**src/hdl/pll_cfg_pkg.sv**
```systemverilog
// Shared constants and carriers for the clock-generator status and delay register bank
package pll_cfg_pkg;

    localparam int ADDR_W = 10;
    localparam int DATA_W = 32;

    // Register indices; byte address is four times the index
    localparam logic [7:0] IDX_REF_CONFIG = 8'h1A;
    localparam logic [7:0] IDX_PLL_STATUS = 8'h1F;
    localparam logic [7:0] IDX_DELAY_BYPASS = 8'hA0;
    localparam logic [7:0] IDX_RAMP_CONFIG = 8'hA1;

    // Field positions
    localparam int THRESH_SEL_BIT = 6;
    localparam int STAT_LOCK_BIT = 0;
    localparam int STAT_FIRST_REF_BIT = 1;
    localparam int STAT_SECOND_REF_BIT = 2;
    localparam int STAT_VCO_BIT = 3;
    localparam int STAT_REFSEL_BIT = 4;
    localparam int BYPASS_BIT = 0;
    localparam int CAP_LSB = 3;
    localparam int CUR_LSB = 0;

    // Reset values
    localparam logic [7:0] REF_CONFIG_RST = 8'h00;
    localparam logic BYPASS_RST = 1'b0;
    localparam logic [2:0] CAP_CODE_RST = 3'h0;
    localparam logic [2:0] CUR_CODE_RST = 3'h0;

    // Ramp current step in microamps
    localparam logic [10:0] CUR_STEP_UA = 11'h0C8;
    // Relative full-scale constant; divisible by every current step count 1..8
    localparam logic [11:0] FULL_SCALE_K = 12'h348;

    typedef enum logic [1:0] {
        BUS_IDLE = 2'b00,
        BUS_ANSWER = 2'b01
    } bus_state_t;

    typedef struct packed {
        logic second_reference_selected;
        logic vco_above;
        logic second_reference_input_above;
        logic first_reference_input_above;
        logic digital_lock;
    } monitor_t;

    typedef struct packed {
        logic bypass;
        logic [2:0] cap_count;
        logic [10:0] current_ua;
        logic [11:0] full_scale;
    } delay_cfg_t;

endpackage

```
**src/hdl/ramp_decode.sv**
```systemverilog
// Ramp capacitor and current decode for the output channel four fine delay
`timescale 1ns/1ps
module ramp_decode
(
    input wire logic [2:0] cap_code,
    input wire logic [2:0] cur_code,
    output logic [2:0] cap_count,
    output logic [10:0] current_ua,
    output logic [11:0] full_scale
);
    logic [3:0] steps;
    logic [14:0] product;

    always_comb
    begin
        case (cap_code) // [RULE7]
            3'h0: cap_count = 3'h4;
            3'h1: cap_count = 3'h3;
            3'h2: cap_count = 3'h3;
            3'h3: cap_count = 3'h2;
            3'h4: cap_count = 3'h3;
            3'h5: cap_count = 3'h2;
            3'h6: cap_count = 3'h2;
            default: cap_count = 3'h1;
        endcase
    end

    // Each code above zero adds one step
    assign steps = {1'b0, cur_code} + 4'h1; // [RULE10]
    assign current_ua = 11'(pll_cfg_pkg::CUR_STEP_UA * steps); // [RULE10]

    // Delay span grows with capacitance and shrinks with current
    assign product = 15'(cap_count * pll_cfg_pkg::FULL_SCALE_K);
    assign full_scale = 12'(product / steps); // [RULE8]

endmodule // ramp_decode

```
**src/hdl/pll_status_and_delay_cfg.sv**
```systemverilog
// Status and fine-delay register bank with an Avalon-MM slave
//
// Decided for this implementation: the Avalon-MM slave port.
`timescale 1ns/1ps
// Overview of operation
// [RULE1] Status bit 3: oscillator above threshold
// [RULE2] Status bit 2: second reference above threshold
// [RULE3] Status bit 1: first reference above threshold
// [RULE4] Bit 6 of config 0x01A sets threshold
// [RULE5] Status bit 0: digital lock, 0 unlocked
// [RULE6] Bit 0 of 0x0A0 bypasses fine delay
// [RULE7] Capacitor field decodes to capacitor count
// [RULE8] Full scale from capacitors and current
// [RULE9] Status bit 4: selected reference
// [RULE10] Current field: 200 uA per step
// [RULE11] Status word ignores writes, follows monitors
module pll_status_and_delay_cfg
(
    input wire logic clock,
    input wire logic srst,
    input wire logic [pll_cfg_pkg::ADDR_W-1:0] address,
    input wire logic read,
    input wire logic write,
    input wire logic [3:0] byteenable,
    input wire logic [pll_cfg_pkg::DATA_W-1:0] writedata,
    output logic [pll_cfg_pkg::DATA_W-1:0] readdata,
    output logic waitrequest,
    input wire pll_cfg_pkg::monitor_t monitor,
    output logic ref_threshold_select,
    output pll_cfg_pkg::delay_cfg_t delay_cfg
);
    pll_cfg_pkg::bus_state_t state_reg;
    pll_cfg_pkg::bus_state_t state_next;
    logic waitrequest_reg;
    logic [pll_cfg_pkg::DATA_W-1:0] readdata_reg;
    logic [7:0] ref_config_reg;
    logic [7:0] status_reg;
    logic bypass_reg;
    logic [2:0] cap_code_reg;
    logic [2:0] cur_code_reg;
    pll_cfg_pkg::delay_cfg_t delay_cfg_reg;
    pll_cfg_pkg::delay_cfg_t delay_cfg_next;
    logic [2:0] dec_caps;
    logic [10:0] dec_current;
    logic [11:0] dec_full_scale;
    logic [7:0] index;
    logic request;
    logic commit;
    logic lane0_write;
    logic [7:0] read_mux;
    logic srst_hold_reg;
    logic checks_off;

    assign index = address[9:2];
    assign request = read | write;
    // Request completes on the edge that sees waitrequest low
    assign commit = request && (state_reg == pll_cfg_pkg::BUS_ANSWER);
    assign lane0_write = commit && write && byteenable[0];

    always_comb
    begin
        state_next = state_reg;
        case (state_reg)
            pll_cfg_pkg::BUS_IDLE:
            begin
                if (request)
                begin
                    state_next = pll_cfg_pkg::BUS_ANSWER;
                end
            end
            pll_cfg_pkg::BUS_ANSWER:
            begin
                state_next = pll_cfg_pkg::BUS_IDLE;
            end
            default:
            begin
                state_next = pll_cfg_pkg::BUS_IDLE;
            end
        endcase
    end

    always_ff @(posedge clock)
    begin
        if (srst)
        begin
            state_reg <= pll_cfg_pkg::BUS_IDLE;
            waitrequest_reg <= 1'b1;
        end
        else
        begin
            state_reg <= state_next;
            waitrequest_reg <= (state_next != pll_cfg_pkg::BUS_ANSWER);
        end
    end

    // Monitors are sampled every cycle; no software path reaches this flop
    always_ff @(posedge clock)
    begin
        if (srst)
        begin
            status_reg <= 8'h00;
        end
        else
        begin
            status_reg <= 8'h00; // [RULE11]
            status_reg[pll_cfg_pkg::STAT_VCO_BIT] <= monitor.vco_above; // [RULE1]
            status_reg[pll_cfg_pkg::STAT_SECOND_REF_BIT] <= monitor.second_reference_input_above; // [RULE2]
            status_reg[pll_cfg_pkg::STAT_FIRST_REF_BIT] <= monitor.first_reference_input_above; // [RULE3]
            status_reg[pll_cfg_pkg::STAT_LOCK_BIT] <= monitor.digital_lock; // [RULE5]
            status_reg[pll_cfg_pkg::STAT_REFSEL_BIT] <= monitor.second_reference_selected; // [RULE9]
        end
    end

    // Writable configuration; only byte lane 0 carries register bits
    always_ff @(posedge clock)
    begin
        if (srst)
        begin
            ref_config_reg <= pll_cfg_pkg::REF_CONFIG_RST;
            bypass_reg <= pll_cfg_pkg::BYPASS_RST;
            cap_code_reg <= pll_cfg_pkg::CAP_CODE_RST;
            cur_code_reg <= pll_cfg_pkg::CUR_CODE_RST;
        end
        else if (lane0_write)
        begin
            case (index)
                pll_cfg_pkg::IDX_REF_CONFIG:
                begin
                    ref_config_reg <= writedata[7:0]; // [RULE4]
                end
                pll_cfg_pkg::IDX_DELAY_BYPASS:
                begin
                    bypass_reg <= writedata[pll_cfg_pkg::BYPASS_BIT]; // [RULE6]
                end
                pll_cfg_pkg::IDX_RAMP_CONFIG:
                begin
                    cap_code_reg <= writedata[pll_cfg_pkg::CAP_LSB +: 3]; // [RULE7]
                    cur_code_reg <= writedata[pll_cfg_pkg::CUR_LSB +: 3]; // [RULE10]
                end
                default:
                begin
                    ref_config_reg <= ref_config_reg;
                end
            endcase
        end
    end

    always_comb
    begin
        case (index)
            pll_cfg_pkg::IDX_REF_CONFIG: read_mux = ref_config_reg;
            pll_cfg_pkg::IDX_PLL_STATUS: read_mux = status_reg;
            pll_cfg_pkg::IDX_DELAY_BYPASS: read_mux = {7'h00, bypass_reg};
            pll_cfg_pkg::IDX_RAMP_CONFIG: read_mux = {2'h0, cap_code_reg, cur_code_reg};
            default: read_mux = 8'h00;
        endcase
    end

    // Data is latched a cycle before commit, so it stands while waitrequest is low
    always_ff @(posedge clock)
    begin
        if (srst)
        begin
            readdata_reg <= 32'h0000_0000;
        end
        else if (read && state_next == pll_cfg_pkg::BUS_ANSWER)
        begin
            readdata_reg <= {24'h000000, read_mux};
        end
    end

    ramp_decode u_ramp_decode
    (
        .cap_code(cap_code_reg),
        .cur_code(cur_code_reg),
        .cap_count(dec_caps),
        .current_ua(dec_current),
        .full_scale(dec_full_scale)
    );

    always_comb
    begin
        delay_cfg_next.bypass = bypass_reg; // [RULE6]
        delay_cfg_next.cap_count = dec_caps; // [RULE7]
        delay_cfg_next.current_ua = dec_current; // [RULE10]
        delay_cfg_next.full_scale = dec_full_scale; // [RULE8]
    end

    // Delay config outputs lag the register by one cycle to come from flops
    always_ff @(posedge clock)
    begin
        if (srst)
        begin
            delay_cfg_reg <= '0;
        end
        else
        begin
            delay_cfg_reg <= delay_cfg_next;
        end
    end

    assign readdata = readdata_reg;
    assign waitrequest = waitrequest_reg;
    assign ref_threshold_select = ref_config_reg[pll_cfg_pkg::THRESH_SEL_BIT]; // [RULE4]
    assign delay_cfg = delay_cfg_reg;

    // Registers stay cleared on the release edge itself, so checks wait one more edge
    always_ff @(posedge clock)
    begin
        srst_hold_reg <= srst;
    end

    assign checks_off = srst | srst_hold_reg;

    a_vco_flag: assert property (@(posedge clock) disable iff (checks_off) // [RULE1]
        ##1 status_reg[3] == $past(monitor.vco_above))
        else $error("vco flag does not follow monitor");
    a_second_ref_flag: assert property (@(posedge clock) disable iff (checks_off) // [RULE2]
        ##1 status_reg[2] == $past(monitor.second_reference_input_above))
        else $error("second reference flag wrong");
    a_first_ref_flag: assert property (@(posedge clock) disable iff (checks_off) // [RULE3]
        ##1 status_reg[1] == $past(monitor.first_reference_input_above))
        else $error("first reference flag wrong");
    a_thresh_write: assert property (@(posedge clock) disable iff (checks_off) // [RULE4]
        lane0_write && index == 8'h1A |=> ref_threshold_select == $past(writedata[6]))
        else $error("threshold select not taken from bit 6");
    a_lock_flag: assert property (@(posedge clock) disable iff (checks_off) // [RULE5]
        !monitor.digital_lock |=> !status_reg[0])
        else $error("lock flag high while unlocked");
    a_bypass_out: assert property (@(posedge clock) disable iff (checks_off) // [RULE6]
        lane0_write && index == 8'hA0 |=> ##1 delay_cfg.bypass == $past(writedata[0], 2))
        else $error("bypass output wrong");
    a_cap_default: assert property (@(posedge clock) disable iff (checks_off) // [RULE7]
        cap_code_reg == 3'h0 |=> delay_cfg.cap_count == 3'h4)
        else $error("default capacitor count not four");
    a_cap_two: assert property (@(posedge clock) disable iff (checks_off) // [RULE7]
        cap_code_reg == 3'h3 |=> delay_cfg.cap_count == 3'h2)
        else $error("code 011 not two capacitors");
    a_full_scale: assert property (@(posedge clock) disable iff (checks_off) // [RULE8]
        cap_code_reg == 3'h0 && cur_code_reg == 3'h7 |=> delay_cfg.full_scale == 12'h1A4)
        else $error("full scale wrong");
    a_refsel_flag: assert property (@(posedge clock) disable iff (checks_off) // [RULE9]
        ##1 status_reg[4] == $past(monitor.second_reference_selected))
        else $error("reference select flag wrong");
    a_ramp_current: assert property (@(posedge clock) disable iff (checks_off) // [RULE10]
        cur_code_reg == 3'h0 |=> delay_cfg.current_ua == 11'h0C8)
        else $error("default current not 200 uA");
    a_status_ro: assert property (@(posedge clock) disable iff (checks_off) // [RULE11]
        ##1 status_reg[7:5] == 3'h0 && $stable(monitor) |=> $stable(status_reg))
        else $error("status changed without monitor change");
    a_wait_bound: assert property (@(posedge clock) disable iff (checks_off)
        request && waitrequest |=> !waitrequest)
        else $error("no answer within one wait cycle");

    c_status_read: cover property (@(posedge clock) disable iff (checks_off)
        commit && read && index == 8'h1F);
    c_ramp_write: cover property (@(posedge clock) disable iff (checks_off)
        lane0_write && index == 8'hA1);
    c_lock_gain: cover property (@(posedge clock) disable iff (checks_off)
        $rose(status_reg[0]));

endmodule // pll_status_and_delay_cfg

```
**config.mk**
```make
export PLATFORM = sky130hd
export DESIGN_NAME = pll_status_and_delay_cfg
export DESIGN_NICKNAME = d
export VERILOG_FILES = /design/src/hdl/pll_cfg_pkg.sv /design/src/hdl/ramp_decode.sv /design/src/hdl/pll_status_and_delay_cfg.sv
export SDC_FILE = /design/constraint.sdc
export NUM_CORES = 1
export LEC_CHECK = 0
export BUFFER_PORTS_ARGS = -buffer_cell sky130_fd_sc_hd__buf_2
export CAP_MARGIN = 15
export CORE_MARGIN = 5
export CORE_UTILIZATION = 60
export DETAILED_ROUTE_END_ITERATION = 10
export PLACE_DENSITY = 0.83
export REMOVE_ABC_BUFFERS = 1
export SLEW_MARGIN = 15
export SYNTH_ARGS = -nofsm -noshare
export SYNTH_HDL_FRONTEND = slang
export SYNTH_HIERARCHICAL = 1
export SYNTH_SLANG_ARGS = --single-unit
export TNS_END_PERCENT = 1
```
**constraint.sdc**
```tcl
create_clock -name clock -period 40.2 [get_ports clock]
set_clock_uncertainty 0.05 [all_clocks]
set_input_delay 6.03 -clock clock [delete_from_list [all_inputs] [get_ports clock]]
set_output_delay 6.03 -clock clock [all_outputs]
set_load 0.005 [all_outputs]
```
=== Word-level counts from Yosys, hierarchy flattened ===
Cells that the tools add are included.

* Register bits after elaboration: 61
* Output and inout port bits: 61
* Logic and storage cells: 47
* Bits of input ports: 55

* Eq/ne operators: 13
* Divide/modulo/power cells: 1
* Mux-type cells: 4
* $mul: 2
* Bitwise operators: 1
* Add/subtract/negate cells: 1
* Reduce and logical (&&, ||, !) cells: 11

{| class="wikitable"
|+ Operators with widths
! kind !! count
|-
| case mux 8 bit (4 select lines) || 1
|-
| == test 8 x 5 -> 1 bit, second input constant || 2
|-
| == test 8 bit, second input constant || 2
|-
| divider 13 x 4 -> 15 bit || 1
|-
| multiplier 3 x 7 -> 10 bit, second input constant || 1
|-
| == test 3 bit, second input constant || 3
|-
| case mux 3 bit (3 select lines) || 1
|-
| multiplier 5 x 4 -> 8 bit, first input constant || 1
|-
| == test 3 x 2 -> 1 bit, second input constant || 2
|-
| AND reduction 2 bit || 3
|-
| OR reduction 3 bit || 2
|-
| adder 3 x 1 -> 4 bit, second input constant || 1
|-
| == test 2 x 1 -> 1 bit, second input constant || 2
|-
| logical AND 1 bit || 4
|-
| 2-to-1 mux 2 bit || 2
|-
| == test 3 x 1 -> 1 bit, second input constant || 1
|-
| zero test 3 bit || 1
|-
| zero test 2 bit || 1
|-
| inequality test 2 x 1 -> 1 bit, second input constant || 1
|-
| OR 1 bit || 1
|}

=== Longest topological paths before layout ===
Gate-level depths: netlist (run 1).

* Depth after elaboration: 5
* Depth in mapped cells: 145
* Depth with buffers taken out: 138

=== Cells and area by module ===
Netlist (run 1), hierarchy kept.

{| class="wikitable"
|+ By module, submodules not included
! module !! seq. area each (µm²) !! area each (µm²) !! cells an instance !! times used
|-
| ramp_decode || 0.0 || 6248.5 || 847 || 1
|-
| pll_status_and_delay_cfg || 1161.1 || 2204.6 || 224 || 1
|}

=== Worst setup path after synthesis (run 1) ===
OpenSTA, ideal clock, no wires.

* Kind: register -> register
* From: register cap_code_reg[1]
* To: register delay_cfg_reg, in the netlist delay_cfg[0]
* Setup time: 0.128 ns
* Clock period less this slack: 29.436 ns
* Stages on the path, launching flop included: 135
* Data required time: 40.022 ns
* Slack: 10.764 ns
* Arrival: 29.258 ns
* Buffers on the path: 7
* Cells stage by stage: dfxtp_1 > buf_4 > or3_1 > buf_6 > nand2_2 > ha_1 > ha_1 > xor2_1 > or4b_2 > nor2_1 > ha_1 > or3_1 > nand3_1 > nand2b_1 > nand2_1 > ha_1 > or2_2 > o221a_2 > [99 not listed] > mux2_2 > ha_1 > a21o_1 > nand2_1 > nand2b_1 > or3b_1 > nor4_2 > mux2i_1 > o21ai_1 > ha_1 > nor2b_1 > o21ai_0 > nand2b_1 > a2111o_1 > a211oi_1 > o2111ai_1 > or4_1 > nor2b_1

* Longest elaborated chain between the ends: 5
* Elaborated cells on any way between the ends: 12
* Those cells by class: 1 x mul; 1 x div; 6 x eq/ne; 1 x mux; 3 x reduce/logical

{| class="wikitable"
|+ Ends and longest elaborated chain
! what !! line !! RTL
|-
| start, declared || pll_status_and_delay_cfg.sv:39 || <nowiki>logic [2:0] cap_code_reg;</nowiki>
|-
| start signal, assigned || pll_status_and_delay_cfg.sv:121 || <nowiki>cap_code_reg <= pll_cfg_pkg::CAP_CODE_RST;</nowiki>
|-
| start signal, assigned || pll_status_and_delay_cfg.sv:137 || <nowiki>cap_code_reg <= writedata[pll_cfg_pkg::CAP_LSB +: 3];</nowiki>
|-
| == test 3 x 2 -> 1 bit, or another cell as far along || ramp_decode.sv:16 || <nowiki>case (cap_code)</nowiki>
|-
| OR reduction 3 bit (no line) || -- ||
|-
| case mux 3 bit (3 select lines) (*) || ramp_decode.sv:16 ||
|-
| multiplier 3 x 7 -> 10 bit (*) || ramp_decode.sv:33 || <nowiki>assign product = 15'(cap_count * pll_cfg_pkg::FULL_SCALE_K);</nowiki>
|-
| divider 13 x 4 -> 15 bit (*) || ramp_decode.sv:34 || <nowiki>assign full_scale = 12'(product / steps);</nowiki>
|-
| net dec_full_scale[0] || pll_status_and_delay_cfg.sv:45 || <nowiki>logic [11:0] dec_full_scale;</nowiki>
|-
| end signal, assigned || pll_status_and_delay_cfg.sv:198 || <nowiki>delay_cfg_reg <= delay_cfg_next;</nowiki>
|-
| end, declared || pll_status_and_delay_cfg.sv:41 || <nowiki>pll_cfg_pkg::delay_cfg_t delay_cfg_reg;</nowiki>
|}

Mark *: on every way through the listed nets, which the timed path passes. The rest lies on a longest branch.
A chain may end at the register's enable or synchronous reset.

=== Worst setup path in the final report (run 1) ===
* From: register cap_code_reg[0]
* To: register delay_cfg_reg, in the netlist delay_cfg[0]

The elaborated chain is that of the path after synthesis.

==> results of run 1 <==
[layout make-up]
type,count,area [um^2],share of cell area
clock buffer,9,225,0.0248
clock inverter,7,125,0.0138
inverter,35,131,0.0144
multi-input combinational,946,6880,0.756
sequential,58,1160,0.128
tap,180,225,0.0248
timing repair buffer,67,348,0.0382
[critical path: cells and delay by family, from the launching register on]
kind	cells	cell delay [ps]
DFF	1	580
and+or+nand+nor	46	12010
xor gates and xnor gates	4	640
muxes	6	2000
adders and majority gates	17	5630
buffers and inverters	8	1240
AOI/OAI and AO/OA	48	11650
[logic make-up (layout without fill, tap and decap cells)]
family | after synthesis | after routing | synth area share
fa+ha+maj | 72 | 72 | 0.106
simple gates | 406 | 406 | 0.271
buf+inv | 94 | 118 | 0.0619
flops | 58 | 58 | 0.137
mux | 36 | 36 | 0.0471
other cells | 2 | 29 | 0.000888
xor+xnor | 65 | 65 | 0.0713
compound gates | 338 | 338 | 0.305
[cell usage after synthesis, drive strengths merged, types with 17 or more instances]
cell type	count	area share
xor2	23	0.024
buf	44	0.040
xnor2	42	0.048
a21oi	54	0.032
inv	35	0.016
nor3	42	0.031
mux2i	22	0.028
o31ai	24	0.024
dfxtp	58	0.14
o21a	27	0.024
nor2b	45	0.033
nand3	36	0.024
a31oi	24	0.021
o21ai	54	0.034
nand2b	28	0.021
a21o	17	0.015
nor2	75	0.035
ha	69	0.10
nand2	72	0.032
[metrics by stage]
step                worst slack (ps)  utilization  hold slack [ps]  std cells  area, um^2
floorplan                      10930            -              392       1039        8160
global placement                7380        0.632              384       1286        8740
detailed placement              6980        0.632              391       1286        8740
CTS                             6710        0.658              399       1302        9090
global route                    3660        0.658              432       1302        9090
finish                          6180        0.658              397       1302        9090
[worst paths after layout]
path / end / slack [ps]
hold / removal: readdata[6] / 400
setup / recovery: delay_cfg[0] / 6180
hold reg to reg: readdata[6] / 400
setup reg to reg: delay_cfg[0] / 6180
[per-layer routing]
| layer | wire length [um] | vias up | GRT usage |
|---|---|---|---|
| met5 | 0 | - | 0 |
| met4 | 418 | 0 | 0.0803 |
| met3 | 1520 | 47 | 0.0241 |
| met2 | 10300 | 352 | 0.442 |
| met1 | 10000 | 3990 | 0.355 |
| li1 | - | 4114 | - |
==> flow_summary.ini, run 1 <==
[synth]
yosys_warnings = 6
yosysSeqAreaShare = 0.137
syn_inst = 1071
synthFlopType = dfxtp_1
syn_avg_cell_area_um2 = 7.89
ys_ff_latch = 58
synth-edff-count = 0
async_flop_share = 0
netlist_area_um2 = 8450
synth_cell_types = 117

[worst_setup_path]
critPathSlowestCell = o31ai_1
crit_path_frequent_cell = ha_1
startpoint = cap_code_reg[0]
r2r_cells = 129
worst-path-max-fanout = 15
setup.worst_path.end_class = register
max_stage_delay_ps = 840
cp-start-kind = register
crit_arrival_ps = 34150
worstPathRequired_ps = 40330
path_class = reg -> reg
reg2reg_from = cap_code_reg[0]

[timing]
rsz0062_at_grt = false
fin_tns_setup_ps = 0
hold_viol_final = 0
fin_crit_sh = 0.846
max_freq_ghz = 0.0294
worst_slew_margin_rel = 0.303
finalSetupViolCount = 0
tightest_slew_ps = 1050
slew_violations = 0
period_minus_slack_ps = 34020

[finish]
areaGrowthSynthToFinish_pct = 7.58
antenna-diode-count = 0
drive_gt1_frac = 0.155
n_fill_cell = 1172
layout_common_cells = 73 x nor2_1, 71 x nand2_1, 69 x ha_1
largest_reg_flops = 27
layout_commonest_cell = nor2_1
num-nets-final = 1241

[routing]
drt_first_pass_iters = 6
viasPerCell = 6.53
drcViolationCount = 0
ant_nets = 0
drt_iter0_markers = 921
wl_per_cell_um = 17.1
vias = 8503
wl_mm = 22.3

[clock_tree]
clk_latency_ps = 340
cts_sinks = 58
root_buffer = clkbuf_16
clockBufferDepth = 2
cts_buffers = 9
tritoncts = built
clkTransAtPathRegs_ps = 60
postCtsHoldBufs = 0
cts_max_level = 3
cts_resized = 0
postCtsSetupRepairBufs = 0

[die]
rows = 43
dieArea_um2 = 16600
dieHeight_um = 129
core_area_um2 = 13800
fp.dieW_um = 129
ioPinCount = 116
start_util = 0.611

[worst_hold_path]
hold_path_class = reg -> reg
min_path_cells = 2
min-delay-start = readdata[6]

[placed_design]
io_buffers = 62
gp_congestion = 0.926
hpwl_mm = 16.7

[grt]
grt_pass1_vias = 7831
grt_pass1_wl_mm = 36.9
track_usage = 0.262
overflow = 0
grt_start_max_net_pins = 56
antenna_found_initial = 0

[outcome]
outcome = finished clean

[flow_run]
cap_violations = 0
Power of run 1 is left out: the tool's default activity adds up to more than one toggle a clock period on the data nets, which glitch-free logic cannot reach.
==> run 2, diff against run 1 <==
--- a/config.mk
+++ b/config.mk
@@ -5,12 +5,13 @@
 export SDC_FILE = /design/constraint.sdc
 export NUM_CORES = 1
 export LEC_CHECK = 0
+export ABC_AREA = 1
 export BUFFER_PORTS_ARGS = -buffer_cell sky130_fd_sc_hd__buf_2
 export CAP_MARGIN = 15
 export CORE_MARGIN = 5
-export CORE_UTILIZATION = 60
+export CORE_UTILIZATION = 55
 export DETAILED_ROUTE_END_ITERATION = 10
-export PLACE_DENSITY = 0.83
+export PLACE_DENSITY = 0.8
 export REMOVE_ABC_BUFFERS = 1
 export SLEW_MARGIN = 15
 export SYNTH_ARGS = -nofsm -noshare
==> constraint.sdc (replaced) <==
create_clock -name clock -period 30.7 [get_ports clock]
set_clock_uncertainty 0.05 [all_clocks]
set_input_delay 4.605 -clock clock [delete_from_list [all_inputs] [get_ports clock]]
set_output_delay 4.605 -clock clock [all_outputs]
set_load 0.005 [all_outputs]
==> flow_summary.ini, run 2 <==
[worst_setup_path]
max_stage_delay_ps = 480
cp-start-kind = register
worst-path-max-fanout = 21
crit_path_frequent_cell = nand2_1
setup.worst_path.end_class = register
critPathSlowestCell = a2111oi_0
worstPathRequired_ps = 30830
crit_arrival_ps = 24400
path_class = reg -> reg

[finish]
layout_common_cells = 342 x nand2_1, 221 x inv_1, 154 x nand3_1
largest_reg_flops = 27
n_fill_cell = 1464
areaGrowthSynthToFinish_pct = 7.34
num-nets-final = 1601
layout_commonest_cell = nand2_1
drive_gt1_frac = 0.155
multi_input_area_um2 = 6220
fin_cells = 1670
seq_area_um2 = 1160
antenna-diode-count = 0

[placed_design]
hpwl_mm = 16.5
pre_cts_ws_ps = 6620
dpl.cell_count = 1654
io_buffers = 62
gp_congestion = 0.911

[routing]
drcViolationCount = 0
wl_mm = 20.7
ant_nets = 0
viasPerCell = 5.23
wl_per_cell_um = 12.4
drt_iter0_markers = 624
drt_first_pass_iters = 6
vias = 8737

[timing]
slew_violations = 0
hold_viol_final = 0
fin_tns_setup_ps = 0
period_minus_slack_ps = 24270
rsz0062_at_grt = false
max_freq_ghz = 0.0412
worst_slew_margin_rel = 0.327
fin_crit_sh = 0.791
finalSetupViolCount = 0
setup_ws_ps = 6430
tightest_slew_ps = 1010

[clock_tree]
clk_latency_ps = 330
cts_resized = 0
postCtsHoldBufs = 0
root_buffer = clkbuf_16
tritoncts = built
postCtsSetupRepairBufs = 0
clockBufferDepth = 2
cts_buffers = 9
clkTransAtPathRegs_ps = 50
cts_sinks = 58
cts_max_level = 3

[die]
fp.dieW_um = 135
start_util = 0.562
ioPinCount = 116
rows = 45
dieArea_um2 = 18100
dieHeight_um = 135
core_area_um2 = 15200

[synth]
netlist.top_cell.by_area = nand2_1
syn_avg_cell_area_um2 = 6.02
synth_most_common_cell = nand2_1
synth_area_leaders = nand2_1 15%, dfxtp_1 14%, ha_1 10%
ys_ff_latch = 58
netlist_area_um2 = 8540
async_flop_share = 0
yosys_warnings = 6
synth_common_cells = 342 x nand2_1, 221 x inv_1, 154 x nand3_1, 127 x nor2_1, 74 x a21oi_1
yosysSeqAreaShare = 0.136
synthFlopType = dfxtp_1
synth-edff-count = 0
synth_cell_types = 53
syn_inst = 1418
yosysTopAreaCellShare = 0.150

[grt]
grt_start_max_net_pins = 53
grt_pass1_wl_mm = 35.2
grt_pass1_vias = 8085
antenna_found_initial = 0
overflow = 0
track_usage = 0.226

[worst_hold_path]
hold_path_class = reg -> reg

[flow_run]
cap_violations = 0

[outcome]
outcome = finished clean
[run 2: cell count changes after synthesis, sizes merged, moves of 25 or more]
cell / delta
nand2b: -28
a21oi: +25
nor3: -31
nor2b: -45
xnor2: -26
nand3: +146
nand4: +30
o21a: -25
inv: +207
nor2: +81
nand2: +322
[run 2: routing by layer]
metal | vias to the layer above | GRT usage | wire length, um | part of all wire
li1 | 4619 | - | - | -
met1 | 3873 | 0.289 | 9600 | 0.46
met2 | 210 | 0.404 | 9810 | 0.47
met3 | 35 | 0.0313 | 1030 | 0.050
met4 | 0 | 0.0464 | 276 | 0.013
met5 | - | 0 | 0 | 0
[run 2: cell families after synthesis]
kind of cell             count (synthesis)  share of synthesized area
adder cells (fa/ha/maj)                 69                      0.101
XOR/XNOR                                49                     0.0503
flip-flops                              58                      0.136
buffers and inverters                  289                      0.148
other                                    2                   0.000880
AND/OR/NAND/NOR                        795                      0.460
multiplexers                             1                    0.00132
AO/OA/AOI/OAI                          155                      0.102
[run 2: final timing paths]
check,from,to,slack (ps),cells past startpoint
worst min register to register,ref_config_reg[2],ref_config_reg[2],410,2
worst min-delay path,ref_config_reg[2],ref_config_reg[2],410,2
worst max-delay path,cap_code_reg[1],delay_cfg[0],6430,151
worst max register to register,cap_code_reg[1],delay_cfg[0],6430,151
[run 2: final cells by class]
cell class | count | area share
Multi-Input combinational cell | 1098 | 0.679
Sequential cell | 58 | 0.127
Inverter | 244 | 0.100
Timing Repair Buffer | 66 | 0.0371
Tap cell | 188 | 0.0257
Clock buffer | 10 | 0.0250
Clock inverter | 6 | 0.00628
[run 2: metrics by stage]
| step | utilization | instance area (um^2) | hold WS [ps] |
|---|---|---|---|
| detailed placement | 0.584 | 8880 | 404 |
| CTS | 0.603 | 9160 | 407 |
| global placement | 0.584 | 8880 | 393 |
| floorplan | - | 8290 | 374 |
| finish | 0.603 | 9160 | 409 |
| global route | 0.603 | 9160 | 428 |
[run 2: critical path, delay by kind of cell, from the launching register on]
kind                       cells  cell delay, ps
and+or+nand+nor               82            9970
AOI/OAI and AO/OA             30            5500
adders and majority gates     16            5240
buffers and inverters         20            2170
muxes                          1             440
DFF                            1             360
xor gates and xnor gates       2             350
Power of run 2 is left out for the same reason.
